==> src/rtl/ack_timeout_defs.svh <==
// Function
// - ack timeout is a configured count in 20 ms units.
// - after a message, wait at most the timeout for the acknowledgment.
// - after a poll, same timeout for a poll response or message.
// - request-to-send to transmission delay is a count of 20 ms units.
// - sent counter counts every transmitted message, retries included.
// - received counter counts only error-free incoming messages.
// - retry counter counts every message retransmission.
// - undelivered counter counts messages never acknowledged.
// - duplicate counter counts messages identical to the previous one.
// - bad-packet counter counts bad packets; no acknowledgment returned for them.
// - completed normal pass records its duration in ms as last normal.
// - completed priority pass records its duration in ms as last priority.
// - maximum pass duration kept separately for normal and priority lists.
// - retry up to configured count, then undeliverable or station inactive.
// - with duplicate detect on, duplicate is acknowledged but not acted on.
//
// Purpose: constants of the ack-timeout supervisor and diagnostics
// Assumes: 100 MHz core clock
// Notes:   register addresses are word indices on the plain port
`ifndef ACK_TIMEOUT_DEFS_SVH
`define ACK_TIMEOUT_DEFS_SVH

`define CLK_PERIOD_NS   10
`define NS_PER_MS       1000000
`define CYC_PER_MS      (`NS_PER_MS / `CLK_PERIOD_NS)
`define UNIT_MS         20

`define A_CTRL          4'h0
`define A_STATUS        4'h1
`define A_MASK          4'h2
`define A_SENT          4'h3
`define A_RECV          4'h4
`define A_RETRY         4'h5
`define A_UNDEL         4'h6
`define A_DUP           4'h7
`define A_BAD           4'h8
`define A_LAST_NORM     4'h9
`define A_LAST_PRI      4'ha
`define A_MAX_NORM      4'hb
`define A_MAX_PRI       4'hc
`define A_STATE         4'hd

`define CTRL_TMO_LSB    0
`define CTRL_RTS_LSB    8
`define CTRL_RETRY_LSB  16
`define CTRL_DUP_BIT    20
`define CTRL_RESET      32'h0000_0000

`define ST_OK_BIT       0
`define ST_UNDEL_BIT    1
`define ST_INACT_BIT    2
`define ST_BAD_BIT      3
`define EV_W            4

`endif

==> src/rtl/ack_timeout_pkg.sv <==
// Purpose: types of the ack-timeout supervisor
// Assumes: nothing
// Notes:   constants live in ack_timeout_defs.svh
package ack_timeout_pkg;

    typedef enum logic [1:0]
    {
        ST_IDLE,
        ST_RTS,
        ST_SEND,
        ST_WAIT
    } link_state_t;

    typedef enum logic [2:0]
    {
        C_SENT,
        C_RECV,
        C_RETRY,
        C_UNDEL,
        C_DUP,
        C_BAD
    } counter_t;

endpackage : ack_timeout_pkg

==> src/rtl/ack_timeout_diag.sv <==
// Purpose: master-side reply timeout, retry control and link diagnostics
// Assumes: packet engine supplies one-cycle event pulses, synchronous inputs
// Notes:   all times are counted in cycles of core_clk
//
// Design decisions made here: strobed register access and the placing of the registers.
`timescale 1ns/1ps
`default_nettype none
`include "ack_timeout_defs.svh"

module ack_timeout_diag #(
    parameter int CYC_PER_MS = `CYC_PER_MS,
    parameter int CNT_W      = 16
) (
    // clock and reset
    input  wire logic             core_clk,
    input  wire logic             rst_n,
    // register port
    input  wire logic [3:0]       reg_addr,
    input  wire logic [31:0]      reg_wdata,
    input  wire logic             reg_wr,
    input  wire logic             reg_rd,
    output logic      [31:0]      reg_rdata,
    output logic                  irq,
    // transmit side
    input  wire logic             tx_req,
    input  wire logic             tx_is_poll,
    input  wire logic             tx_done,
    output logic                  rts,
    output logic                  tx_go,
    output logic                  tx_busy,
    // reply side
    input  wire logic             ack_rx,
    input  wire logic             reply_rx,
    input  wire logic             rx_good,
    input  wire logic             rx_bad,
    input  wire logic             rx_dup,
    output logic                  ack_tx,
    output logic                  rx_accept,
    // outcome pulses
    output logic                  xfer_ok,
    output logic                  undeliverable,
    output logic                  station_inactive,
    // poll list passes
    input  wire logic             norm_start,
    input  wire logic             norm_end,
    input  wire logic             pri_start,
    input  wire logic             pri_end
);

    localparam int UNIT_CYC = `UNIT_MS * CYC_PER_MS;

    if (CYC_PER_MS < 1 || CNT_W < 1 || CNT_W > 32 || UNIT_CYC < 2)
    begin : g_bad_param
        $error("ack_timeout_diag: unsupported parameter values");
    end

    function automatic logic [CNT_W-1:0] sat_inc(input logic [CNT_W-1:0] v);
        return (&v) ? v : v + CNT_W'(1);
    endfunction : sat_inc

    // configuration
    logic [31:0]               ctrl_q;
    logic [`EV_W-1:0]          status_q;
    logic [`EV_W-1:0]          mask_q;
    logic [7:0]                cfg_tmo;
    logic [7:0]                cfg_rts;
    logic [3:0]                cfg_retries;
    logic                      cfg_dup;

    assign cfg_tmo     = ctrl_q[`CTRL_TMO_LSB +: 8];
    assign cfg_rts     = ctrl_q[`CTRL_RTS_LSB +: 8];
    assign cfg_retries = ctrl_q[`CTRL_RETRY_LSB +: 4];
    assign cfg_dup     = ctrl_q[`CTRL_DUP_BIT];

    always_ff @(posedge core_clk or negedge rst_n)
    begin
        if (!rst_n)
            ctrl_q <= `CTRL_RESET;
        else if (reg_wr && reg_addr == `A_CTRL)
            ctrl_q <= reg_wdata;
    end

    always_ff @(posedge core_clk or negedge rst_n)
    begin
        if (!rst_n)
            mask_q <= '0;
        else if (reg_wr && reg_addr == `A_MASK)
            mask_q <= reg_wdata[`EV_W-1:0];
    end

    // link state machine
    ack_timeout_pkg::link_state_t state_q;
    ack_timeout_pkg::link_state_t state_d;
    logic                      poll_q;
    logic [3:0]                tries_q;
    logic [31:0]               pre_q;
    logic [7:0]                units_q;
    logic                      unit_tick;
    logic                      got_reply;
    logic                      expired;
    logic                      give_up;
    logic                      retry_now;

    assign unit_tick = (pre_q == 32'(UNIT_CYC - 1));
    assign got_reply = poll_q ? reply_rx : ack_rx;
    // timeout of N expires at the Nth unit boundary after the last character
    assign expired   = (state_q == ack_timeout_pkg::ST_WAIT) && !got_reply && unit_tick
                       && (units_q + 8'h01 >= cfg_tmo);
    assign give_up   = expired && (tries_q >= cfg_retries);
    assign retry_now = expired && (tries_q < cfg_retries);

    always_comb
    begin
        state_d = state_q;
        unique case (state_q)
            ack_timeout_pkg::ST_IDLE:
                if (tx_req) state_d = ack_timeout_pkg::ST_RTS;
            ack_timeout_pkg::ST_RTS:
                if (units_q >= cfg_rts) state_d = ack_timeout_pkg::ST_SEND;
            ack_timeout_pkg::ST_SEND:
                if (tx_done) state_d = ack_timeout_pkg::ST_WAIT;
            ack_timeout_pkg::ST_WAIT:
            begin
                if (got_reply || give_up)
                    state_d = ack_timeout_pkg::ST_IDLE;
                else if (retry_now)
                    state_d = ack_timeout_pkg::ST_RTS;
            end
        endcase
    end

    always_ff @(posedge core_clk or negedge rst_n)
    begin
        if (!rst_n)
            state_q <= ack_timeout_pkg::ST_IDLE;
        else
            state_q <= state_d;
    end

    // unit timer restarts on every state change, so waits are whole units
    always_ff @(posedge core_clk or negedge rst_n)
    begin
        if (!rst_n)
        begin
            pre_q   <= '0;
            units_q <= '0;
        end
        else if (state_d != state_q)
        begin
            pre_q   <= '0;
            units_q <= '0;
        end
        else if (unit_tick)
        begin
            pre_q   <= '0;
            units_q <= (&units_q) ? units_q : units_q + 8'h01;
        end
        else
            pre_q <= pre_q + 32'h1;
    end

    always_ff @(posedge core_clk or negedge rst_n)
    begin
        if (!rst_n)
        begin
            poll_q  <= 1'b0;
            tries_q <= '0;
        end
        else if (state_q == ack_timeout_pkg::ST_IDLE && tx_req)
        begin
            poll_q  <= tx_is_poll;
            tries_q <= '0;
        end
        else if (retry_now)
            tries_q <= tries_q + 4'h1;
    end

    // transmit handshake outputs
    always_ff @(posedge core_clk or negedge rst_n)
    begin
        if (!rst_n)
        begin
            rts     <= 1'b0;
            tx_go   <= 1'b0;
            tx_busy <= 1'b0;
        end
        else
        begin
            rts     <= (state_d == ack_timeout_pkg::ST_RTS)
                       || (state_d == ack_timeout_pkg::ST_SEND);
            tx_go   <= (state_q == ack_timeout_pkg::ST_RTS)
                       && (state_d == ack_timeout_pkg::ST_SEND);
            tx_busy <= (state_d != ack_timeout_pkg::ST_IDLE);
        end
    end

    // outcome pulses
    logic                      msg_fail;
    logic                      poll_fail;
    logic                      ok_now;

    assign ok_now    = (state_q == ack_timeout_pkg::ST_WAIT) && got_reply;
    assign msg_fail  = give_up && !poll_q;
    assign poll_fail = give_up && poll_q;

    always_ff @(posedge core_clk or negedge rst_n)
    begin
        if (!rst_n)
        begin
            xfer_ok          <= 1'b0;
            undeliverable    <= 1'b0;
            station_inactive <= 1'b0;
        end
        else
        begin
            xfer_ok          <= ok_now;
            undeliverable    <= msg_fail;
            station_inactive <= poll_fail;
        end
    end

    // receive side: bad packets get no acknowledgment
    always_ff @(posedge core_clk or negedge rst_n)
    begin
        if (!rst_n)
        begin
            ack_tx    <= 1'b0;
            rx_accept <= 1'b0;
        end
        else
        begin
            ack_tx    <= rx_good && !rx_bad;
            rx_accept <= rx_good && !rx_bad && !(cfg_dup && rx_dup);
        end
    end

    // diagnostic counters
    logic [CNT_W-1:0]          cnt_q [6];
    logic [5:0]                cnt_inc;

    assign cnt_inc[ack_timeout_pkg::C_SENT]  = (state_q == ack_timeout_pkg::ST_SEND)
                                               && tx_done && !poll_q;
    assign cnt_inc[ack_timeout_pkg::C_RECV]  = rx_good && !rx_bad;
    assign cnt_inc[ack_timeout_pkg::C_RETRY] = retry_now && !poll_q;
    assign cnt_inc[ack_timeout_pkg::C_UNDEL] = msg_fail;
    assign cnt_inc[ack_timeout_pkg::C_DUP]   = rx_good && !rx_bad && rx_dup;
    assign cnt_inc[ack_timeout_pkg::C_BAD]   = rx_bad;

    for (genvar i = 0; i < 6; i++)
    begin : g_cnt
        always_ff @(posedge core_clk or negedge rst_n)
        begin
            if (!rst_n)
                cnt_q[i] <= '0;
            else if (cnt_inc[i])
                cnt_q[i] <= sat_inc(cnt_q[i]);
        end
    end

    // poll list pass timing, index 0 normal, 1 priority
    logic [31:0]               ms_pre_q;
    logic                      ms_tick;
    logic [1:0]                pass_start;
    logic [1:0]                pass_end;
    logic [1:0]                run_q;
    logic [CNT_W-1:0]          run_ms_q  [2];
    logic [CNT_W-1:0]          last_ms_q [2];
    logic [CNT_W-1:0]          max_ms_q  [2];

    assign ms_tick    = (ms_pre_q == 32'(CYC_PER_MS - 1));
    assign pass_start = {pri_start, norm_start};
    assign pass_end   = {pri_end, norm_end};

    // free-running ms base; a pass is timed to within one ms
    always_ff @(posedge core_clk or negedge rst_n)
    begin
        if (!rst_n)
            ms_pre_q <= '0;
        else if (ms_tick)
            ms_pre_q <= '0;
        else
            ms_pre_q <= ms_pre_q + 32'h1;
    end

    for (genvar p = 0; p < 2; p++)
    begin : g_pass
        logic [CNT_W-1:0] dur;
        assign dur = (ms_tick && run_q[p]) ? sat_inc(run_ms_q[p]) : run_ms_q[p];

        always_ff @(posedge core_clk or negedge rst_n)
        begin
            if (!rst_n)
            begin
                run_q[p]     <= 1'b0;
                run_ms_q[p]  <= '0;
                last_ms_q[p] <= '0;
                max_ms_q[p]  <= '0;
            end
            else if (pass_end[p] && run_q[p])
            begin
                last_ms_q[p] <= dur;
                if (dur > max_ms_q[p])
                    max_ms_q[p] <= dur;
                run_q[p]     <= pass_start[p];
                run_ms_q[p]  <= '0;
            end
            else if (pass_start[p])
            begin
                run_q[p]    <= 1'b1;
                run_ms_q[p] <= '0;
            end
            else
                run_ms_q[p] <= dur;
        end
    end

    // sticky events, write one to clear; a new event wins over the clear
    logic [`EV_W-1:0]          ev;
    logic [`EV_W-1:0]          clr;

    assign ev[`ST_OK_BIT]    = ok_now;
    assign ev[`ST_UNDEL_BIT] = msg_fail;
    assign ev[`ST_INACT_BIT] = poll_fail;
    assign ev[`ST_BAD_BIT]   = rx_bad;
    assign clr = (reg_wr && reg_addr == `A_STATUS) ? reg_wdata[`EV_W-1:0] : '0;

    always_ff @(posedge core_clk or negedge rst_n)
    begin
        if (!rst_n)
            status_q <= '0;
        else
            status_q <= (status_q & ~clr) | ev;
    end

    always_ff @(posedge core_clk or negedge rst_n)
    begin
        if (!rst_n)
            irq <= 1'b0;
        else
            irq <= |(((status_q & ~clr) | ev) & mask_q);
    end

    // register read, data one cycle after the strobe
    function automatic logic [31:0] rd_mux(input logic [3:0] a);
        unique case (a)
            `A_CTRL:      return ctrl_q;
            `A_STATUS:    return 32'(status_q);
            `A_MASK:      return 32'(mask_q);
            `A_SENT:      return 32'(cnt_q[ack_timeout_pkg::C_SENT]);
            `A_RECV:      return 32'(cnt_q[ack_timeout_pkg::C_RECV]);
            `A_RETRY:     return 32'(cnt_q[ack_timeout_pkg::C_RETRY]);
            `A_UNDEL:     return 32'(cnt_q[ack_timeout_pkg::C_UNDEL]);
            `A_DUP:       return 32'(cnt_q[ack_timeout_pkg::C_DUP]);
            `A_BAD:       return 32'(cnt_q[ack_timeout_pkg::C_BAD]);
            `A_LAST_NORM: return 32'(last_ms_q[0]);
            `A_LAST_PRI:  return 32'(last_ms_q[1]);
            `A_MAX_NORM:  return 32'(max_ms_q[0]);
            `A_MAX_PRI:   return 32'(max_ms_q[1]);
            `A_STATE:     return {24'h0, tries_q, 1'b0, poll_q, 2'(state_q)};
            default:      return 32'h0000_0000;
        endcase
    endfunction : rd_mux

    always_ff @(posedge core_clk or negedge rst_n)
    begin
        if (!rst_n)
            reg_rdata <= '0;
        else if (reg_rd)
            reg_rdata <= rd_mux(reg_addr);
        else
            reg_rdata <= '0;
    end
endmodule : ack_timeout_diag
`default_nettype wire

==> config.mk <==
export PLATFORM = sky130hd
export DESIGN_NAME = ack_timeout_diag
export DESIGN_NICKNAME = d
export VERILOG_FILES = /design/src/rtl/ack_timeout_pkg.sv /design/src/rtl/ack_timeout_diag.sv
export VERILOG_INCLUDE_DIRS = /design/src /design/src/rtl
export SDC_FILE = /design/constraint.sdc
export NUM_CORES = 1
export LEC_CHECK = 0
export BUFFER_PORTS_ARGS = -buffer_cell sky130_fd_sc_hd__buf_2
export CAP_MARGIN = 20
export CORE_ASPECT_RATIO = 1.4
export CORE_MARGIN = 4
export CORE_UTILIZATION = 47
export DETAILED_ROUTE_END_ITERATION = 10
export PLACE_DENSITY = 0.63
export SKIP_LAST_GASP = 1
export SLEW_MARGIN = 20
export SYNTH_ARGS = -nofsm -noshare
export SYNTH_HDL_FRONTEND = slang
export SYNTH_SLANG_ARGS = --single-unit
==> constraint.sdc <==
create_clock -name core_clk -period 4.4 [get_ports core_clk]
set_input_delay 0.44 -clock core_clk [delete_from_list [all_inputs] [get_ports core_clk]]
set_output_delay 0.44 -clock core_clk [all_outputs]
set_load 0.02 [all_outputs]
==> metrics <==
final wirelength=50300 um; leading area contributor after synthesis=dfrtp_1; most frequent cell after synthesis=dfrtp_1; Setup CP Type=reg -> reg; initial drt markers=1353; Post-synth top cells=354 x dfrtp_1, 151 x nor2_1, 132 x nand2_1, 109 x inv_1, 108 x xnor2_1; hold crit path type=in -> reg; Num CTS Buffers=37; PwrDens=391 mW/mm^2; top post-synthesis cells by area=dfrtp_1 49%, xnor2_1 5.2%, ha_1 4.6%; ant diodes=0; ratio of cells with drive above 1 in the final layout=13.7%; Slew @ Worst Pin=1.04 ns; fin. max-slew vios=0; Post-CTS Hold Buffers=1; RSZ-0062 raised after global routing=false; Die H=240 um; hold depth=2; Ys Warns=0; GP Congestion=1.02; FF-to-FF Start=run_ms_q[16]$_DFF_PN0_; Crit Path Max Fanout=10; GRT overflow=0; Synth Cell Area=0.0180 mm^2; final setup TNS=0 ns; Async SR Flop Fraction=100%; min-delay src=norm_start; Synth Instances=1760; Final min period=4.01 ns; synth unique cells=66; Routed Antenna Nets=0; # setup viols final=0; CTS H-tree lvls=2; largest net degree at the start of global routing=96; setup ws final=0.386 ns; Final Cycle Share=91.2%; max-cap violation count=0; Post-synth EDFFs=0; vias in the first global route=14230; starting density of the core=47.8%; DRC=0; worst-skew pair later-pin latency=0.53 ns; fin nets=1983; flop-to-flop setup slack=0.39 ns; Seq/Total Area, Yosys=49.1%; vias per cell=5.90; Hold Path Sink=run_q[0]$_DFFE_PN0P_; Tot GR Track Use=24.2%; LEAKAGE=9.73 nW; maximum clock insertion buffer count=3; DP HPWL=37600 um; r2r worst-path depth=14; Core Area=0.0377 mm^2; status=finished clean; Setup Buffers After CTS=0; Mapped Nets=1878; port bufs=92; startpoint types=flop; IO Count=93; Final Hold Vio Count=0; critical path endpoint category=flop; total number of vias=13951; initial antenna violation count=0; commonest register cell after synthesis=dfrtp_1; CTS root buf=clkbuf_16; PostCTS Resize Cnt=0; CTS tree=yes; first-pass GRT wire length=80300 um; Sink Count=354; top cell type's share of synthesized area=49.1%; Clock transition at path regs=0.06 ns; Max VDD drop=0.000350 V; critical path data required time=4.86 ns; die area=0.0416 mm^2; Worst Skew=0.0115 ns; #FFs+latches synth=354; Critical R2R Capture=max_ms_q[22]$_DFFE_PN0P_; Routed WL per cell=21.3 um; arrival time at the worst endpoint=4.47 ns; fillers=3338; Die Span X=174 um; Mean Syn Cell Area=10.2 um^2; Initial DRT Pass Iterations=8; Post-Place Worst Slack=0.435 ns; area delta synth->final=13.1%; # rows=84; Slew HR=30.5%; max frequency=0.249 GHz
[registers in the layout, indices dropped and copies added, names as in the netlist, 2 cells and up]
register	count
state_q	2
status_q	4
units_q	8
tries_q	4
max_ms_q	32
run_q	2
mask_q	4
ms_pre_q	32
pre_q	32
ctrl_q	32
last_ms_q	32
cnt_q	96
reg_rdata	32
run_ms_q	32
[layout by cell type, fill, tap and decap left out, types with 15 or more instances in the layout]
cell type  Yosys  layout
a222oi_1      17      17
a22o_1        26      26
nand2_1      132     132
a221oi_1      15      15
xor2_1        70      70
nor2b_1       20      20
nor4_1        20      19
a31oi_1       21      21
xnor2_1      108     108
o21ai_0       48      48
nor3_1        41      40
inv_1        109     109
mux2i_1       46      46
ha_1          66      66
dfrtp_1      354     354
buf_4          2      28
buf_2          3      91
nand4_1       62      62
mux2_2        54      54
nand3_1      101     101
nor2_1       151     151
and3_1        61      61
a21oi_1       27      27
clkbuf_16      0      39
[power breakdown]
group,switching (W),leakage [nW],total (W),internal (W)
logic,0.000550,4.48,0.000926,0.000377
registers,0.000341,4.63,0.00382,0.00348
clock network,0.00130,0.626,0.00323,0.00193
[stage by stage]
stage,hold slack [ns],std cells,utilization (%),power (W),area (um^2)
4_1_cts,0.0839,2364,54.1,0.00804,20400
3_3_place_gp,0.468,2298,50.7,0.00477,19100
2_1_floorplan,0.144,1760,-,0.00435,18000
5_1_grt,0.110,2364,54.1,0.00831,20400
6_report,0.0981,2364,54.1,0.00798,20400
3_5_place_dp,0.472,2298,50.7,0.00480,19100
[cells by family after synthesis]
family | synth area share, %
AO/OA/AOI/OAI | 8.72
flip-flops | 49.1
multiplexers | 6.11
buffers and inverters | 3.52
adder cells (fa/ha/maj) | 4.58
XOR/XNOR | 8.64
AND/OR/NAND/NOR | 19.3
[routing by layer]
metal	wire, um	GRT usage (%)	vias to the layer above
met5	0	0	-
met4	2800	11.5	0
met3	2660	3.22	123
met2	24800	42.3	457
met1	20000	29.7	6916
li1	-	-	6455
[cell type report]
type | count | area [um^2] | area share [%]
flip-flops and latches | 354 | 8860 | 43.4
well taps | 473 | 592 | 2.90
clock buffers | 51 | 1100 | 5.40
multi-input cells | 1240 | 8560 | 41.9
clock inverters | 14 | 155 | 0.760
inverters | 109 | 409 | 2.00
repair buffers | 123 | 731 | 3.58
[worst max path at each step]
stage	to	slack (ns)	startpoint
CTS	max_ms_q[22]$_DFFE_PN0P_	0.38	ms_pre_q[14]$_DFF_PN0_
global placement	max_ms_q[17]$_DFFE_PN0P_	0.50	ms_pre_q[14]$_DFF_PN0_
finish	max_ms_q[22]$_DFFE_PN0P_	0.39	run_ms_q[16]$_DFF_PN0_
floorplan	max_ms_q[10]$_DFFE_PN0P_	0.35	ms_pre_q[0]$_DFF_PN0_
global route	max_ms_q[20]$_DFFE_PN0P_	0.11	ms_pre_q[14]$_DFF_PN0_
detailed placement	max_ms_q[22]$_DFFE_PN0P_	0.44	ms_pre_q[14]$_DFF_PN0_
[critical path: stages, from the launching register on]
cell      delay, ns
dfrtp_1        0.41
ha_1           0.27
nand3_1        0.15
or4_1          0.65
nand3_1        0.17
xor2_1         0.37
inv_1          0.09
ha_1           0.29
o21ai_0        0.08
a211oi_1       0.25
o21ai_0        0.13
a31oi_1        0.16
o31a_1         0.42
buf_4          0.29
mux2i_1        0.21
No activity file was read; power rests on OpenSTA's default activity.
